<file path="config.mk">
export PLATFORM = sky130hd
export DESIGN_NAME = psa_top
export DESIGN_NICKNAME = d
export VERILOG_FILES = /design/src/psa_pkg.sv /design/src/psa_wb_slave.sv /design/src/psa_link_status.sv /design/src/psa_top.sv
export SDC_FILE = /design/constraint.sdc
export NUM_CORES = 1
export LEC_CHECK = 0
export BUFFER_PORTS_ARGS = -buffer_cell sky130_fd_sc_hd__buf_2
export CELL_PAD_IN_SITES_DETAIL_PLACEMENT = 1
export CELL_PAD_IN_SITES_GLOBAL_PLACEMENT = 1
export CORE_ASPECT_RATIO = 0.6
export CORE_MARGIN = 3
export CORE_UTILIZATION = 38
export CTS_CLUSTER_DIAMETER = 30
export DETAILED_ROUTE_END_ITERATION = 6
export GPL_TIMING_DRIVEN = 0
export PLACE_DENSITY_LB_ADDON = 0.15
export SYNTH_ARGS = -nofsm -noshare
export SYNTH_HDL_FRONTEND = slang
export SYNTH_SLANG_ARGS = --single-unit
</file>
<file path="constraint.sdc">
create_clock -name clk_i -period 4.2 [get_ports clk_i]
set_input_delay 0.21 -clock clk_i [delete_from_list [all_inputs] [get_ports clk_i]]
set_output_delay 0.21 -clock clk_i [all_outputs]
set_load 0.01 [all_outputs]
</file>
<file path="src/psa_pkg.sv">
// Package with register map, field layout and reset values of the PHY status and advertisement bank
package psa_pkg;

    // Byte offsets of the registers on the bus
    localparam logic [3:0] PSA_OFS_STATUS_FIRST = 4'h0;
    localparam logic [3:0] PSA_OFS_POLARITY = 4'h4;
    localparam logic [3:0] PSA_OFS_SPEED_DUPLEX = 4'h8;
    localparam logic [3:0] PSA_OFS_ADVERTISE = 4'hC;

    // First status register: fixed ability bits and live bits
    localparam logic [15:0] PSA_FIRST_FIXED = 16'h7809;
    localparam int PSA_FIRST_AN_DONE_BIT = 5;
    localparam int PSA_FIRST_LINK_BIT = 2;

    // Polarity status register layout
    localparam int PSA_POL_BIT = 4;
    localparam logic [15:0] PSA_POL_WMASK = 16'hFFE0;
    localparam logic [15:0] PSA_POL_RESET = 16'h0000;
    localparam logic [15:0] PSA_POL_LOW_READ = 16'h000B;

    // Speed and duplex status register layout
    localparam int PSA_SPD_LSB = 2;
    localparam logic [15:0] PSA_SPD_WMASK = 16'hFFE3;
    localparam logic [15:0] PSA_SPD_RESET = 16'h0040;

    // Speed and duplex codes
    localparam logic [2:0] PSA_SPD_100_FULL = 3'h6;
    localparam logic [2:0] PSA_SPD_100_HALF = 3'h2;
    localparam logic [2:0] PSA_SPD_10_FULL = 3'h5;
    localparam logic [2:0] PSA_SPD_10_HALF = 3'h1;

    // Advertisement register layout
    localparam int PSA_ADV_FAULT_BIT = 13;
    localparam logic [15:0] PSA_ADV_WMASK = 16'h2DFF;
    localparam logic [15:0] PSA_ADV_RESET = 16'h01E1;

    // Bus slave states
    typedef enum logic {
        PSA_BUS_IDLE = 1'b0,
        PSA_BUS_ACK = 1'b1
    } psa_bus_state_t;

endpackage

</file>
<file path="src/psa_wb_slave.sv">
// Wishbone classic handshake: request strobe and single-cycle acknowledge
`timescale 1ns/1ns
module psa_wb_slave
    import psa_pkg::*;
(
    // Clock and reset
    input wire logic clk_i,
    input wire logic rst_i,
    // Bus request
    input wire logic wb_cyc_i,
    input wire logic wb_stb_i,
    // Handshake
    output logic take_o,
    output logic ack_o
);

    psa_bus_state_t state_q;
    psa_bus_state_t state_d;

    // A request is taken once, in idle, and answered in the next cycle
    assign take_o = wb_cyc_i && wb_stb_i && (state_q == PSA_BUS_IDLE);
    assign state_d = take_o ? PSA_BUS_ACK : PSA_BUS_IDLE;
    assign ack_o = (state_q == PSA_BUS_ACK);

    // State register
    always_ff @(posedge clk_i) begin
        if (rst_i) begin
            state_q <= PSA_BUS_IDLE;
        end else begin
            state_q <= state_d;
        end
    end

endmodule

</file>
<file path="src/psa_link_status.sv">
// Registered speed/duplex code and receive pair polarity from the PHY core
`timescale 1ns/1ns
module psa_link_status
    import psa_pkg::*;
(
    // Clock and reset
    input wire logic clk_i,
    input wire logic rst_i,
    // PHY core state
    input wire logic speed_100_i,
    input wire logic full_duplex_i,
    input wire logic rx_pair_reversed_raw_i,
    // Registered state
    output logic [2:0] speed_duplex_state_o,
    output logic rx_pair_reversed_o
);

    logic [2:0] code_d;
    logic rev_d;

    // Only the four defined codes can ever be produced
    assign code_d = speed_100_i ? (full_duplex_i ? PSA_SPD_100_FULL : PSA_SPD_100_HALF)
                                : (full_duplex_i ? PSA_SPD_10_FULL : PSA_SPD_10_HALF);
    // Polarity is meaningful in 10 Mbps operation only
    assign rev_d = rx_pair_reversed_raw_i && !speed_100_i;

    // State registers
    always_ff @(posedge clk_i) begin
        if (rst_i) begin
            speed_duplex_state_o <= PSA_SPD_10_HALF;
            rx_pair_reversed_o <= 1'b0;
        end else begin
            speed_duplex_state_o <= code_d;
            rx_pair_reversed_o <= rev_d;
        end
    end

endmodule

</file>
<file path="src/psa_top.sv">
// PHY status and auto-negotiation advertisement register bank on a Wishbone slave
`timescale 1ns/1ns
module psa_top
    import psa_pkg::*;
(
    // Clock and reset
    input wire logic clk_i,
    input wire logic rst_i,
    // Wishbone slave
    input wire logic wb_cyc_i,
    input wire logic wb_stb_i,
    input wire logic wb_we_i,
    input wire logic [31:0] wb_adr_i,
    input wire logic [3:0] wb_sel_i,
    input wire logic [31:0] wb_dat_i,
    output logic [31:0] wb_dat_o,
    output logic wb_ack_o,
    // PHY core state
    input wire logic speed_100_i,
    input wire logic full_duplex_i,
    input wire logic rx_pair_reversed_raw_i,
    input wire logic autoneg_done_i,
    input wire logic link_up_i,
    // PHY core control
    output logic rx_pair_swap_o,
    output logic [15:0] advertise_word_o,
    output logic advertise_remote_fault_o
);

    ////////////////////////////////////////////////////////////////////////////
    // Bus handshake

    logic take;
    logic ack_state;
    logic wr_en;
    logic [15:0] lane_mask;
    logic hit_first;
    logic hit_pol;
    logic hit_spd;
    logic hit_adv;

    psa_wb_slave u_bus (
        .clk_i(clk_i),
        .rst_i(rst_i),
        .wb_cyc_i(wb_cyc_i),
        .wb_stb_i(wb_stb_i),
        .take_o(take),
        .ack_o(ack_state)
    );

    // Address decode on all 32 address bits; anything else reads zero
    assign hit_first = (wb_adr_i[31:4] == 28'h000_0000) && (wb_adr_i[3:0] == PSA_OFS_STATUS_FIRST);
    assign hit_pol = (wb_adr_i[31:4] == 28'h000_0000) && (wb_adr_i[3:0] == PSA_OFS_POLARITY);
    assign hit_spd = (wb_adr_i[31:4] == 28'h000_0000) && (wb_adr_i[3:0] == PSA_OFS_SPEED_DUPLEX);
    assign hit_adv = (wb_adr_i[31:4] == 28'h000_0000) && (wb_adr_i[3:0] == PSA_OFS_ADVERTISE);
    // Writes land at the edge where the master sees ack, while the request is still held
    assign wr_en = ack_state && wb_cyc_i && wb_stb_i && wb_we_i;
    // Byte lanes 0 and 1 carry the 16-bit registers
    assign lane_mask = {{8{wb_sel_i[1]}}, {8{wb_sel_i[0]}}};

    ////////////////////////////////////////////////////////////////////////////
    // Link state from the PHY core

    logic [2:0] speed_duplex_state;
    logic rx_pair_reversed;

    psa_link_status u_link (
        .clk_i(clk_i),
        .rst_i(rst_i),
        .speed_100_i(speed_100_i),
        .full_duplex_i(full_duplex_i),
        .rx_pair_reversed_raw_i(rx_pair_reversed_raw_i),
        .speed_duplex_state_o(speed_duplex_state),
        .rx_pair_reversed_o(rx_pair_reversed)
    );

    ////////////////////////////////////////////////////////////////////////////
    // Register storage

    logic [15:0] pol_q;
    logic [15:0] pol_d;
    logic [15:0] spd_q;
    logic [15:0] spd_d;
    logic [15:0] adv_q;
    logic [15:0] adv_d;
    logic [15:0] pol_wm;
    logic [15:0] spd_wm;
    logic [15:0] adv_wm;

    // Only writable bits on enabled lanes take the write data
    assign pol_wm = PSA_POL_WMASK & lane_mask;
    assign spd_wm = PSA_SPD_WMASK & lane_mask;
    assign adv_wm = PSA_ADV_WMASK & lane_mask;
    assign pol_d = (wr_en && hit_pol) ? ((pol_q & ~pol_wm) | (wb_dat_i[15:0] & pol_wm)) : pol_q;
    assign spd_d = (wr_en && hit_spd) ? ((spd_q & ~spd_wm) | (wb_dat_i[15:0] & spd_wm)) : spd_q;
    assign adv_d = (wr_en && hit_adv) ? ((adv_q & ~adv_wm) | (wb_dat_i[15:0] & adv_wm)) : adv_q;

    // Writable register bits; the reserved bit 6 of the speed register resets to 1
    always_ff @(posedge clk_i) begin
        if (rst_i) begin
            pol_q <= PSA_POL_RESET;
            spd_q <= PSA_SPD_RESET;
            adv_q <= PSA_ADV_RESET;
        end else begin
            pol_q <= pol_d;
            spd_q <= spd_d;
            adv_q <= adv_d;
        end
    end

    ////////////////////////////////////////////////////////////////////////////
    // Read views

    logic [15:0] first_view;
    logic [15:0] pol_view;
    logic [15:0] spd_view;
    logic [15:0] adv_view;
    logic [15:0] rd_word;

    // Fixed ability bits are forced high, live bits come from the core
    assign first_view = PSA_FIRST_FIXED
                      | (16'(autoneg_done_i) << PSA_FIRST_AN_DONE_BIT)
                      | (16'(link_up_i) << PSA_FIRST_LINK_BIT);
    assign pol_view = (pol_q & PSA_POL_WMASK) | PSA_POL_LOW_READ
                    | (16'(rx_pair_reversed) << PSA_POL_BIT);
    assign spd_view = (spd_q & PSA_SPD_WMASK) | (16'(speed_duplex_state) << PSA_SPD_LSB);
    assign adv_view = adv_q & PSA_ADV_WMASK;
    assign rd_word = hit_first ? first_view :
                     hit_pol ? pol_view :
                     hit_spd ? spd_view :
                     hit_adv ? adv_view : 16'h0000;

    ////////////////////////////////////////////////////////////////////////////
    // Output registers

    logic [31:0] dat_d;

    // Read data is captured with a read request and held until the next read
    assign dat_d = (take && !wb_we_i) ? {16'h0000, rd_word} : wb_dat_o;

    // Bus answer and core control flops
    always_ff @(posedge clk_i) begin
        if (rst_i) begin
            wb_dat_o <= 32'h0000_0000;
            wb_ack_o <= 1'b0;
            rx_pair_swap_o <= 1'b0;
            advertise_word_o <= PSA_ADV_RESET;
            advertise_remote_fault_o <= 1'b0;
        end else begin
            wb_dat_o <= dat_d;
            wb_ack_o <= take;
            rx_pair_swap_o <= rx_pair_reversed;
            advertise_word_o <= adv_q & PSA_ADV_WMASK;
            advertise_remote_fault_o <= adv_q[PSA_ADV_FAULT_BIT];
        end
    end

    ////////////////////////////////////////////////////////////////////////////
    // Checks

    // Reversed pair at 10 Mbps is swapped two cycles later
    a_pair_swap_follows: assert property (@(posedge clk_i) disable iff (rst_i)
        (!rst_i && rx_pair_reversed_raw_i && !speed_100_i) |=> ##1 rx_pair_swap_o)
        else $error("pair swap not applied");

    // No swap at 100 Mbps
    a_pair_swap_fast: assert property (@(posedge clk_i) disable iff (rst_i)
        speed_100_i[*2] |=> !rx_pair_swap_o)
        else $error("pair swapped at 100 Mbps");

    // 100 Mbps full duplex reads code 110
    a_code_fast_full: assert property (@(posedge clk_i) disable iff (rst_i)
        (!rst_i && speed_100_i && full_duplex_i) |=> (speed_duplex_state == 3'h6))
        else $error("wrong 100 full code");

    // Ten megabit half reads 001, and reserved codes never appear
    a_code_ten_half: assert property (@(posedge clk_i) disable iff (rst_i)
        (!rst_i && !speed_100_i && !full_duplex_i) |=> (speed_duplex_state == 3'h1))
        else $error("wrong 10 half code");
    a_code_no_reserved: assert property (@(posedge clk_i) disable iff (rst_i)
        !(speed_duplex_state inside {3'h0, 3'h3, 3'h4, 3'h7}))
        else $error("reserved speed code");

    // Read of the first status register returns the fixed bits set
    a_fixed_ability_read: assert property (@(posedge clk_i) disable iff (rst_i)
        (take && !wb_we_i && hit_first) |=> (wb_ack_o && ((wb_dat_o[15:0] & 16'h7809) == 16'h7809)))
        else $error("fixed ability bit read 0");

    // Remote fault write reaches the advertised output two cycles later
    a_fault_advertised: assert property (@(posedge clk_i) disable iff (rst_i)
        (wr_en && hit_adv && wb_sel_i[1]) |=> ##1 (advertise_remote_fault_o == $past(wb_dat_i[13], 2)))
        else $error("remote fault not advertised");

    // Ack is a single pulse one cycle after the request is taken
    a_ack_single: assert property (@(posedge clk_i) disable iff (rst_i)
        take |=> wb_ack_o ##1 !wb_ack_o)
        else $error("ack not single cycle");

endmodule

</file>
### Word-level counts from Yosys, hierarchy flattened

Cells that the tools add are included.

| word-level totals | value |
|---|---|
| register bits after elaboration | 88 |
| output and inout port bits | 51 |
| word-level logic and storage cells | 57 |

| cells by class | value |
|---|---|
| eq/ne operators | 3 |
| multiplexer cells | 8 |
| bitwise logic cells | 16 |
| reduce and logical (&&, ||, !) cells | 18 |

Operators by type and width:

| kind | number |
|---|---|
| bitwise AND 16 bit | 5 |
| 2-to-1 mux 16 bit | 3 |
| bitwise OR 16 bit | 3 |
| inverter 16 bit | 2 |
| bitwise OR 16 x 5 -> 16 bit | 2 |
| logical NOT 28 bit | 1 |
| bitwise AND 16 x 14 -> 16 bit | 1 |
| inverter 14 -> 16 bit | 1 |
| bitwise OR 15 x 3 -> 15 bit | 1 |
| logical AND 1 bit | 14 |
| 2-to-1 mux 14 bit | 1 |
| 2-to-1 mux 3 bit | 3 |
| == test 4 bit, second input constant | 2 |
| == test 4 x 3 -> 1 bit, second input constant | 1 |
| logical NOT 4 bit | 1 |
| logical NOT 1 bit | 2 |
| 2-to-1 mux 1 bit | 1 |
| inverter 1 bit | 1 |

### Depth between registers and ports, before layout

Gate-level depths: netlist (run 1).

| depth | value |
|---|---|
| depth in word-level cells | 6 |
| depth in mapped cells | 6 |

### Modules after synthesis

A second synthesis (run 1) with hierarchy kept.

| unflattened totals | value |
|---|---|
| cell total of the unflattened synthesis | 349 |
| area total of the unflattened synthesis | 3274.4 µm² |

Modules (own cells, without submodules):

| module | times used | cells an instance | area each (µm²) | sequential area each (µm²) |
|---|---|---|---|---|
| psa_top | 1 | 338 | 3120.5 | 1321.3 |
| psa_link_status | 1 | 8 | 111.4 | 80.1 |
| psa_wb_slave | 1 | 3 | 42.5 | 20.0 |

### Least setup slack after synthesis (run 1)

OpenSTA, ideal clock, no wires.

| timing path | value |
|---|---|
| path type | in2reg |
| start | input wb_adr_i[30] |
| end | register (tool-made name) |
| arrival | 1.504 ns |
| data required time | 4.079 ns |
| setup slack | 2.575 ns |
| cell stages on the path | 6 |
| path buffers | 2 |
| cell sequence | nor4_1 -> and4_1 -> buf_4 -> and3_4 -> buf_8 -> mux2_4 |

RTL lines:

| item | RTL line | text |
|---|---|---|
| start: declaration | psa_top.sv:13 | `input wire logic [31:0] wb_adr_i,` |

==> impl_summary.txt, run 1 <==
----------------------------------------------------
[Clock tree]
  Clock latency at the later pin of the worst-skew pair ... between 0.3 and 0.4 ns
  CTS-repair resized insts ... 0
  H-tree depth ... 3
  Maximum buffer depth of the clock tree ... 2
  # Post-CTS Setup Buffers ... 0
  TritonCTS buffer count ... 9
  Clock tree from TritonCTS ... done
  Cts-stage hold buffer count ... 0
  Clock tree sinks ... 70
  Clock transition at path regs ... 0.05 ns
  Clock root cell ... sky130_fd_sc_hd__clkbuf_16

[Critical path]
  Peak fanout along the critical path ... 8
  Delay of the slowest cell on the worst path ... about 0.4 ns
  Critical Path AT ... between 1.5 and 2 ns
  Cells along the critical path ... nand3_1 -> nor3_1 -> and3_4 -> buf_8 -> mux2_4
  Internal reg-to-reg setup slack ... approximately 2.5 ns
  Data required, critical path ... 4.42 ns
  CP Launch Type ... register
  Nature of the critical path endpoint ... register
  Crit path max-delay cell type ... sky130_fd_sc_hd__dfxtp_1
  Start-to-end type of the worst setup path ... register to register

[Place]
  Minimum setup slack after placement ... 2.214 ns
  Placed wire-length estimate after detailed placement ... between 7 and 8 mm
  Count of input and output buffers ... 90
  Routability-driven placement congestion ratio ... between 0.8 and 0.9
  Post-Place Cells ... roughly 570

[Synthesis]
  Synthesized flop and latch total ... 70
  Adder-Cell Fraction of Synth Area ... 0%
  Simple-gate portion of the synthesized area ... a little under a quarter
  Number of enable flip-flop cells after synthesis ... 0
  Portion of the post-synthesis area used by sequential elements ... 42.96%
  XOR/XNOR Fraction of Synth Area ... 0%
  Portion of netlist area occupied by mux cells ... a little over a tenth
  Count of different cell masters after synthesis ... 37
  Compound-gate portion of the synthesized area ... around 12%
  Netlist area before placement ... ~3300 µm²
  Instance count of the mapped netlist ... about 350
  Yosys warnings ... 0
  Main combinational cell family by area after synthesis ... simple AND/OR/NAND/NOR gates
  Share of async-settable or async-resettable flops after synthesis ... 0%
  Mean cell area of the mapped netlist ... slightly above 9 µm²
  Synth Flop Type ... sky130_fd_sc_hd__dfxtp_1

[STA]
  Crit path time final ... ~1.7 ns
  Relative slew slack ... around 54%
  Worst Tran Pin Value ... ~0.69 ns
  Final setup violation count ... 0
  Sum of negative setup slack ... 0 ns
  Max-slew violation count ... 0
  Fmax ... between 500 and 600 MHz
  Final hold viol count ... 0
  Setup repair after global routing missed its margin ... false
  Smallest setup slack after layout ... roughly 2.5 ns
  Final period utilization ... about two fifths
  Worst Clk Skew ... 0.002956 ns

[Floorplan]
  I/O pin total ... roughly 130
  Vertical extent of the die ... a little under 80 µm
  Placeable core area ... 8102 µm²
  Initial Utilization ... between 40% and 50%
  Die area ... about 9800 µm²
  Count of standard-cell rows ... 25
  Die width ... 125.6 µm

[Routing]
  Routed length per placed instance ... about 18 µm
  Total via count in the routed design ... just over 3k
  Antenna-violating nets left ... 0
  Number of DRC markers in iteration 0 ... 245
  Wire length after detailed routing ... 10.34 mm
  Vias per cell ... 5.196
  DRC violation count after routing ... 0
  Length of the first detailed-routing pass in iterations ... 5

[Finish]
  Utilization after layout ... between 50% and 60%
  Layout Area Growth over Synthesis ... 30.42%
  Final Instance Count excl. Fillers ... 587
  FILL cells ... roughly 980
  Fraction of layout cells with a size suffix above 1 ... between 30% and 40%
  Most frequent cells in the layout ... sky130_fd_sc_hd__buf_2 (101), sky130_fd_sc_hd__dfxtp_1 (70), sky130_fd_sc_hd__a21oi_1 (35)
  Total Nets Final ... around 550
  FF/Latch Area ... ~1400 µm²
  Area of the multi-input gates ... ~1600 µm²
  Most common cell after layout, fill and taps aside ... sky130_fd_sc_hd__buf_2
  Antenna cell count ... 0

[Job]
  Max-capacitance violation count ... 0

[Power and ir drop]
  Clk network pwr share ... 51.6%
  Switching power as a share of total power ... about a fifth
  IR drop worst, VDD ... about 0.00023 V
  Sequential share of power ... around 41%
  Static leakage ... about 1.9 nW
  Psw ... 0.3383 mW
  Cell Int Power ... 1.286 mW
  Total power divided by cell area ... approximately 380 nW/µm²
  Comb pwr share ... 7.3%

[Run status]
  Result of the run ... complete, no violations

[GRT]
  Initial antenna violation count ... 0
  Pin count of the biggest net entering global routing ... 12
  GRT Total Usage ... about 22%
  Final global-route overflow total ... 0
  Global-route wire length before repair ... 16.77 mm
  Vias in the first global route ... 3,187

[Hold path]
  Hold WC Path Type ... input pin to register

----------------------------------------------------
==> cells by family (layout without fill, tap and decap cells) <==
kind of cell / count (synthesis) / after routing
other: 1 / 20
buffers and inverters: 61 / 167
flip-flops: 70 / 70
multiplexers: 31 / 31
AO/OA/AOI/OAI: 64 / 64
AND/OR/NAND/NOR: 127 / 127
==> worst paths after layout <==
check,startpoint,end,depth (start not counted)
worst max-delay path,wb_ack_o$_SDFF_PP0_,register,5
worst min-delay path,speed_100_i,u_link.rx_pair_reversed_o$_SDFF_PP0_,2
worst max register to register,wb_ack_o$_SDFF_PP0_,register,5
worst min register to register,wb_dat_o[8]$_SDFFE_PP0P_,wb_dat_o[8]$_SDFFE_PP0P_,2
==> power by group through the flow <==
| stage | sequential, mW | clock [mW] | combinational (mW) |
|---|---|---|---|
| after detailed placement | 0.682 | 0 | 0.115 |
| final | 0.668 | 0.839 | 0.118 |
| after global routing | 0.668 | 0.892 | 0.129 |
| after floorplan | 0.682 | 0 | 0.0636 |
| after CTS | 0.668 | 0.856 | 0.116 |
| after global placement | 0.682 | 0 | 0.113 |
==> through the flow <==
step                      hold slack (ns)  total power, mW  cell area [µm²]
after floorplan                    0.2861           0.7460             3333
after global placement             0.4004           0.7951             3919
after detailed placement           0.4037           0.7975             3919
after CTS                         0.05191            1.639             4254
after global routing              0.05736            1.689             4254
final                             0.06707            1.625             4254
==> layer usage <==
metal  global-route usage, %  part of all wire, %
met2                   33.26                   44
met3                   7.978                  8.6
met1                   29.41                   47
met5                       0                    0
met4                   6.818                  1.1
==> final cells by class <==
type	instances	area share [%]
Timing Repair Buffer	90	10.59
Tap cell	108	3.176
Multi-Input combinational cell	242	37.24
Clock buffer	13	6.353
Inverter	13	1.147
Buffer	48	7.029
Sequential cell	70	32.94
Clock inverter	3	1.529
==> cells in the mapped netlist, drive strengths merged, types with 2 or more instances <==
library cell	number	share of area [%]
mux2	9	3.5
nor2b	12	2.3
nor2	17	2.0
a21oi	35	5.4
or2	2	0.38
nand2b	20	3.8
a2bb2oi	2	0.54
o31ai	16	3.7
a22o	8	2.1
dfxtp	70	43
inv	13	1.5
nand2	20	2.3
nor3	6	1.4
nand3	4	0.61
mux2i	21	6.4
o2111ai	2	0.54
buf	37	7.9
nor4	7	1.9
and4	3	0.81
clkbuf	11	1.3
nand4	32	6.5
==> worst max-delay path, delay by kind of cell (launching register included) <==
kind	cells	cell delay [ns]
flops	1	0.40
buf+inv	1	0.15
simple gates	3	0.77
mux	1	0.30
(Power assumes the default switching activity.)
==> run 2, diff against run 1 <==
--- a/config.mk
+++ b/config.mk
@@ -10,7 +10,7 @@
 export CELL_PAD_IN_SITES_GLOBAL_PLACEMENT = 1
 export CORE_ASPECT_RATIO = 0.6
 export CORE_MARGIN = 3
-export CORE_UTILIZATION = 38
+export CORE_UTILIZATION = 35
 export CTS_CLUSTER_DIAMETER = 30
 export DETAILED_ROUTE_END_ITERATION = 6
 export GPL_TIMING_DRIVEN = 0
==> constraint.sdc (replaced) <==
create_clock -name clk_i -period 1.6 [get_ports clk_i]
set_input_delay 0.08 -clock clk_i [delete_from_list [all_inputs] [get_ports clk_i]]
set_output_delay 0.08 -clock clk_i [all_outputs]
set_load 0.01 [all_outputs]
==> impl_summary.txt, run 2 (same netlist as run 1, synthesis figures left out) <==
----------------------------------------------------
[Place]
  Placed wire-length estimate after detailed placement ... 8.186 mm (was 7.962 mm)
  Routability-driven placement congestion ratio ... 0.8561 (was 0.8816)
  Placed inst area ... 3924 µm² (was 3919 µm²)
  Count of input and output buffers ... 90 (unchanged)
  Minimum setup slack after placement ... -0.1907 ns (was 2.214 ns)

[Critical path]
  CP Launch Type ... register (unchanged)
  Start-to-end type of the worst setup path ... register to register (unchanged)
  Nature of the critical path endpoint ... register (unchanged)
  Internal reg-to-reg setup slack ... 0.02 ns (was 2.46 ns)
  Critical Path AT ... 1.79 ns (was 1.95 ns)
  Peak fanout along the critical path ... 8 (unchanged)
  Number of cells on the worst reg-to-reg path ... 5 (unchanged)
  Data required, critical path ... 1.81 ns (was 4.42 ns)

[Routing]
  Number of DRC markers in iteration 0 ... 117 (was 245)
  Total via count in the routed design ... 3,021 (was 3,050)
  Vias per cell ... 5.103 (was 5.196)
  Routed length per placed instance ... 17.77 µm (was 17.61 µm)
  Length of the first detailed-routing pass in iterations ... 4 (was 5)
  DRC violation count after routing ... 0 (unchanged)
  Wire length after detailed routing ... 10.52 mm (was 10.34 mm)
  Antenna-violating nets left ... 0 (unchanged)

[Finish]
  Antenna cell count ... 0 (unchanged)
  Fraction of layout cells with a size suffix above 1 ... 35.21% (was 33.82%)
  Layout Area Growth over Synthesis ... 31.38% (was 30.42%)
  Most frequent cells in the layout ... sky130_fd_sc_hd__buf_2 (101), sky130_fd_sc_hd__dfxtp_1 (69), sky130_fd_sc_hd__a21oi_1 (35) (was sky130_fd_sc_hd__buf_2 (101), sky130_fd_sc_hd__dfxtp_1 (70), sky130_fd_sc_hd__a21oi_1 (35))
  Area of the multi-input gates ... 1627 µm² (was 1584 µm²)
  Total Nets Final ... 553 (was 552)
  Area of all placed cells without fillers ... 4285 µm² (was 4254 µm²)
  Most common cell after layout, fill and taps aside ... sky130_fd_sc_hd__buf_2 (unchanged)
  FILL cells ... 1,061 (was 981)
  FF/Latch Area ... 1403 µm² (was 1401 µm²)

[Floorplan]
  Count of standard-cell rows ... 26 (was 25)
  Die area ... 10,550 µm² (was 9768 µm²)
  Vertical extent of the die ... 80.78 µm (was 77.77 µm)
  Placeable core area ... 8783 µm² (was 8102 µm²)
  Initial Utilization ... 37.14% (was 40.26%)
  Die width ... 130.6 µm (was 125.6 µm)
  I/O pin total ... 129 (unchanged)

[STA]
  Crit path time final ... 1.582 ns (was 1.737 ns)
  Final hold viol count ... 0 (unchanged)
  Max-slew violation count ... 0 (unchanged)
  Fmax ... 632.2 MHz (was 575.7 MHz)
  Final setup violation count ... 0 (unchanged)
  Relative slew slack ... 50.70% (was 53.71%)
  Smallest setup slack after layout ... 0.01829 ns (was 2.463 ns)
  Worst Clk Skew ... 0.005020 ns (was 0.002956 ns)
  Post-route worst hold slack ... 0.004418 ns (was 0.06707 ns)
  Worst Tran Pin Value ... 0.7394 ns (was 0.6890 ns)
  Setup repair after global routing missed its margin ... true (was false)
  Final period utilization ... 98.86% (was 41.36%)

[GRT]
  Pin count of the biggest net entering global routing ... 12 (unchanged)
  Vias in the first global route ... 3,061 (was 3,187)
  GRT Total Usage ... 20.55% (was 22.03%)
  Initial antenna violation count ... 0 (unchanged)
  Global-route wire length before repair ... 16.39 mm (was 16.77 mm)
  Final global-route overflow total ... 0 (unchanged)

[Power and ir drop]
  Cell Int Power ... 3.180 mW (was 1.286 mW)
  Total power divided by cell area ... 951.5 nW/µm² (was 381.9 nW/µm²)
  Clk network pwr share ... 49.3% (was 51.6%)
  Switching power as a share of total power ... 22.01% (was 20.82%)
  Psw ... 0.8974 mW (was 0.3383 mW)
  Comb pwr share ... 7.7% (was 7.3%)
  IR drop worst, VDD ... 0.0005378 V (was 0.0002285 V)
  Static leakage ... 1.865 nW (about the same)
  Sequential share of power ... 43.0% (was 41.1%)

[Hold path]
  Worst Hold Depth ... 2 (unchanged)
  Hold WC Path Type ... input pin to register (unchanged)

[Clock tree]
  Clock latency at the later pin of the worst-skew pair ... 0.33 ns (about the same)
  Clock transition at path regs ... 0.06 ns (was 0.05 ns)
  TritonCTS buffer count ... 9 (unchanged)
  Maximum buffer depth of the clock tree ... 2 (unchanged)
  Clock root cell ... sky130_fd_sc_hd__clkbuf_16 (unchanged)
  Clock tree from TritonCTS ... done (unchanged)
  H-tree depth ... 3 (unchanged)
  Clock tree sinks ... 70 (unchanged)

[Run status]
  Result of the run ... complete, no violations (unchanged)

[Job]
  Max-capacitance violation count ... 0 (unchanged)

----------------------------------------------------
==> run 2: changes by cell type in the layout (fill, tap and decap cells not counted), moves of 2 or more <==
cell	before	now
sky130_fd_sc_hd__nor3_2	1	3
sky130_fd_sc_hd__nor3_1	4	2
sky130_fd_sc_hd__nand3_2	0	2
sky130_fd_sc_hd__nand3_1	4	2
==> run 2: worst max-delay path, stage by stage, from the launching register on <==
cell and delay, ns:
sky130_fd_sc_hd__dfxtp_2 0.39, sky130_fd_sc_hd__nand3_2 0.18, sky130_fd_sc_hd__nor3_2 0.22, sky130_fd_sc_hd__and3_4 0.21
sky130_fd_sc_hd__buf_8 0.15, sky130_fd_sc_hd__mux2_4 0.31
==> run 2: final cells by class <==
class                      instances  share of cell area, %
sequential                        70                  32.73
inverter                          13                  1.139
timing repair buffer              92                  10.92
buffer                            47                  6.920
clock buffer                      13                  6.073
tap                              112                  3.270
clock inverter                     3                 0.9927
multi-input combinational        242                  37.96
==> run 2: stage by stage <==
step	setup TNS [ns]	power [mW]	utilization, %	cells
2_1_floorplan	0	1.958	-	373
3_3_place_gp	-4.561	2.086	44.67	575
3_5_place_dp	-5.763	2.090	44.67	575
4_1_cts	0	4.099	48.43	591
5_1_grt	-0.09091	4.239	48.79	592
6_report	0	4.077	48.79	592
==> run 2: final timing paths <==
kind,end,from
worst min register to register,wb_dat_o[1]$_SDFFE_PP0P_,wb_dat_o[1]$_SDFFE_PP0P_
worst max-delay path,register,wb_ack_o$_SDFF_PP0_
worst min-delay path,u_link.speed_duplex_state_o[2]$_SDFF_PP0_,full_duplex_i
worst max register to register,register,wb_ack_o$_SDFF_PP0_
==> run 2: timing repair <==
item,CTS,global route
hold buffers,1,0
setup buffers,0,1
endpoints found under the hold margin,2,0
setup endpoints to repair,21,28
pin swaps,1,2
resized for setup,5,6
==> run 2: layer usage <==
layer	vias up	share of wire (%)	track usage [%]
met1	1465	50	29.27
li1	1467	-	-
met4	0	0.82	5.133
met5	-	0	0
met3	12	6.6	6.439
met2	77	43	30.21
==> run 2: power by group through the flow <==
stage	Sequential [mW]	Combinational, mW	Clock, mW
final	1.75	0.314	2.01
after global routing	1.75	0.344	2.14
after CTS	1.75	0.305	2.04
after detailed placement	1.79	0.299	0
after global placement	1.79	0.295	0
after floorplan	1.79	0.167	0
==> run 3, diff against run 2 <==
--- a/config.mk
+++ b/config.mk
@@ -15,6 +15,7 @@
 export DETAILED_ROUTE_END_ITERATION = 6
 export GPL_TIMING_DRIVEN = 0
 export PLACE_DENSITY_LB_ADDON = 0.15
+export REMOVE_ABC_BUFFERS = 1
 export SYNTH_ARGS = -nofsm -noshare
 export SYNTH_HDL_FRONTEND = slang
 export SYNTH_SLANG_ARGS = --single-unit
==> impl_summary.txt, run 3 (same netlist as run 1, synthesis figures left out) <==
----------------------------------------------------
[STA]
  Relative slew slack ... 18.20% (was 50.70%)
  Worst Tran Pin Value ... 1.227 ns (was 0.7394 ns)
  Fmax ... 657.4 MHz (was 632.2 MHz)
  Final setup violation count ... 0 (unchanged)
  Final hold viol count ... 0 (unchanged)
  Sum of negative setup slack ... 0 ns (unchanged)
  Final period utilization ... 95.07% (was 98.86%)
  Worst Clk Skew ... 0.002714 ns (was 0.005020 ns)
  Setup repair after global routing missed its margin ... false (was true)
  Max-slew violation count ... 0 (unchanged)
  Crit path time final ... 1.521 ns (was 1.582 ns)
  Post-route worst hold slack ... 0.02254 ns (was 0.004418 ns)

[Finish]
  Layout Area Growth over Synthesis ... 28.88% (was 31.38%)
  Fraction of layout cells with a size suffix above 1 ... 34.09% (was 35.21%)
  Utilization after layout ... 47.86% (was 48.79%)
  Total Nets Final ... 516 (was 553)
  Area of all placed cells without fillers ... 4204 µm² (was 4285 µm²)
  Antenna cell count ... 0 (unchanged)
  Final Instance Count excl. Fillers ... 555 (was 592)
  Most frequent cells in the layout ... sky130_fd_sc_hd__buf_2 (90), sky130_fd_sc_hd__dfxtp_1 (69), sky130_fd_sc_hd__a21oi_1 (35) (was sky130_fd_sc_hd__buf_2 (101), sky130_fd_sc_hd__dfxtp_1 (69), sky130_fd_sc_hd__a21oi_1 (35))
  Most common cell after layout, fill and taps aside ... sky130_fd_sc_hd__buf_2 (unchanged)

[Place]
  Routability-driven placement congestion ratio ... 0.7819 (was 0.8561)
  Post-Place Cells ... 528 (was 575)
  Placed wire-length estimate after detailed placement ... 6.330 mm (was 8.186 mm)
  Placed inst area ... 3641 µm² (was 3924 µm²)
  Count of input and output buffers ... 90 (unchanged)

[Floorplan]
  Die area ... 10,550 µm² (unchanged)
  I/O pin total ... 129 (unchanged)
  Count of standard-cell rows ... 26 (unchanged)
  Vertical extent of the die ... 80.78 µm (unchanged)
  Initial Utilization ... 37.14% (unchanged)
  Die width ... 130.6 µm (unchanged)
  Placeable core area ... 8783 µm² (unchanged)

[Clock tree]
  Clock tree from TritonCTS ... done (unchanged)
  Maximum buffer depth of the clock tree ... 2 (unchanged)
  Clock transition at path regs ... 0.06 ns (about the same)
  H-tree depth ... 3 (unchanged)
  Clock tree sinks ... 70 (unchanged)
  Clock root cell ... sky130_fd_sc_hd__clkbuf_16 (unchanged)
  TritonCTS buffer count ... 9 (unchanged)
  Clock latency at the later pin of the worst-skew pair ... 0.34 ns (was 0.33 ns)

[GRT]
  Initial antenna violation count ... 0 (unchanged)
  Pin count of the biggest net entering global routing ... 70 (was 12)
  Met1 Use GR ... 24.27% (was 29.27%)
  Met3 Use GR ... 4.665% (was 6.439%)
  Global-route wire length before repair ... 14.65 mm (was 16.39 mm)
  Final global-route overflow total ... 0 (unchanged)
  Gr busiest metal ... met2 (unchanged)
  Vias in the first global route ... 2,844 (was 3,061)
  GRT Total Usage ... 17.80% (was 20.55%)
  Global routing met2 resource utilization ... 27.77% (was 30.21%)

[Critical path]
  Crit path max-delay cell type ... sky130_fd_sc_hd__dfxtp_2 (unchanged)
  Start-to-end type of the worst setup path ... register to register (unchanged)
  Peak fanout along the critical path ... 6 (was 8)
  Nature of the critical path endpoint ... register (unchanged)
  Delay of the slowest cell on the worst path ... 0.40 ns (was 0.39 ns)
  Buf+Inv Stages, Crit Path ... 0 (was 1)
  Data required, critical path ... 1.82 ns (was 1.81 ns)
  Critical Path AT ... 1.74 ns (was 1.79 ns)
  CP Launch Type ... register (unchanged)
  Gate family responsible for the most delay along the worst path ... simple AND/OR/NAND/NOR gates (unchanged)
  Cells along the critical path ... nand3_2 -> nor3_2 -> and3_4 -> mux2_4 (was nand3_2 -> nor3_2 -> and3_4 -> buf_8 -> mux2_4)

[Hold path]
  Hold WC Path Type ... input pin to register (unchanged)

[Power and ir drop]
  Cell Int Power ... 3.379 mW (was 3.180 mW)
  Psw ... 0.9542 mW (was 0.8974 mW)
  Comb pwr share ... 6.5% (was 7.7%)
  Static leakage ... 1.745 nW (was 1.865 nW)
  Switching power as a share of total power ... 22.02% (was 22.01%)
  Clk network pwr share ... 53.1% (was 49.3%)
  Total power divided by cell area ... 1031 nW/µm² (was 951.5 nW/µm²)
  Sequential share of power ... 40.5% (was 43.0%)
  IR drop worst, VDD ... 0.0005556 V (was 0.0005378 V)

[Routing]
  Total via count in the routed design ... 2,905 (was 3,021)
  Vias per cell ... 5.234 (was 5.103)
  DRC violation count after routing ... 0 (unchanged)
  Routed length per placed instance ... 17.66 µm (was 17.77 µm)
  Length of the first detailed-routing pass in iterations ... 4 (unchanged)
  Antenna-violating nets left ... 0 (unchanged)
  Number of DRC markers in iteration 0 ... 144 (was 117)
  Wire length after detailed routing ... 9.803 mm (was 10.52 mm)

[Run status]
  Result of the run ... complete, no violations (unchanged)

[Job]
  Max-capacitance violation count ... 0 (unchanged)

----------------------------------------------------
-- run 3: cell types whose count changed in the layout (fill, tap and decap cells not counted), moves of 3 or more --
cell                       previous run  this run
sky130_fd_sc_hd__buf_4               24         7
sky130_fd_sc_hd__buf_2              101        90
sky130_fd_sc_hd__clkbuf_1            11         1
sky130_fd_sc_hd__nor4_1               4         0
sky130_fd_sc_hd__and4_1               3         0
sky130_fd_sc_hd__nor4_4               1         4
-- run 3: worst paths after layout --
kind	depth (start not counted)	end	start	slack, ns
worst max-delay path	4	register	wb_ack_o$_SDFF_PP0_	0.08
worst min-delay path	3	register	wb_dat_i[15]	0.02
worst max register to register	4	register	wb_ack_o$_SDFF_PP0_	0.08
worst min register to register	2	advertise_word_o[8]$_SDFF_PP1_	register	0.44
-- run 3: cell type report --
cell class                 instances  area [µm²]
fill                            1020        4579
inverter                          13       48.80
timing repair buffer             101       554.3
sequential                        70        1403
multi-input combinational        243        1719
tap                              112       140.1
clock inverter                     6       110.1
clock buffer                      10       229.0
-- run 3: worst reg2reg max path: cells and delay by family, from the launching register on --
kind	cells	cell delay, ns
flip-flops	1	0.40
multiplexers	1	0.32
AND/OR/NAND/NOR	3	0.70
-- run 3: metrics by stage --
stage	total power [mW]	setup WS (ns)
5_1_grt	4.469	0.005698
6_report	4.333	0.07890
3_3_place_gp	2.032	-1.123
3_5_place_dp	2.039	-1.075
2_1_floorplan	1.887	-0.4441
4_1_cts	4.341	-0.07781
-- run 3: layer usage --
| layer | up-vias | routed length (µm) |
|---|---|---|
| met4 | 0 | 81 |
| li1 | 1395 | - |
| met3 | 10 | 688 |
| met2 | 99 | 4371 |
| met1 | 1401 | 4661 |
| met5 | - | 0 |
-- run 3: power by group through the flow --
stage,clock (mW),combinational [mW],sequential (mW)
6_report,2.30,0.280,1.75
5_1_grt,2.41,0.308,1.75
4_1_cts,2.33,0.254,1.75
3_5_place_dp,0,0.248,1.79
3_3_place_gp,0,0.241,1.79
2_1_floorplan,0,0.0955,1.79
-- run 3: timing repair --
item | CTS | global route
setup buffers | 0 | 8
hold buffers | 2 | 0
hold endpoints to repair | 3 | 0
pin swaps | 2 | 4
gates resized for setup | 6 | 19
endpoints found under the setup margin | 48 | 41
cloned | 0 | 1
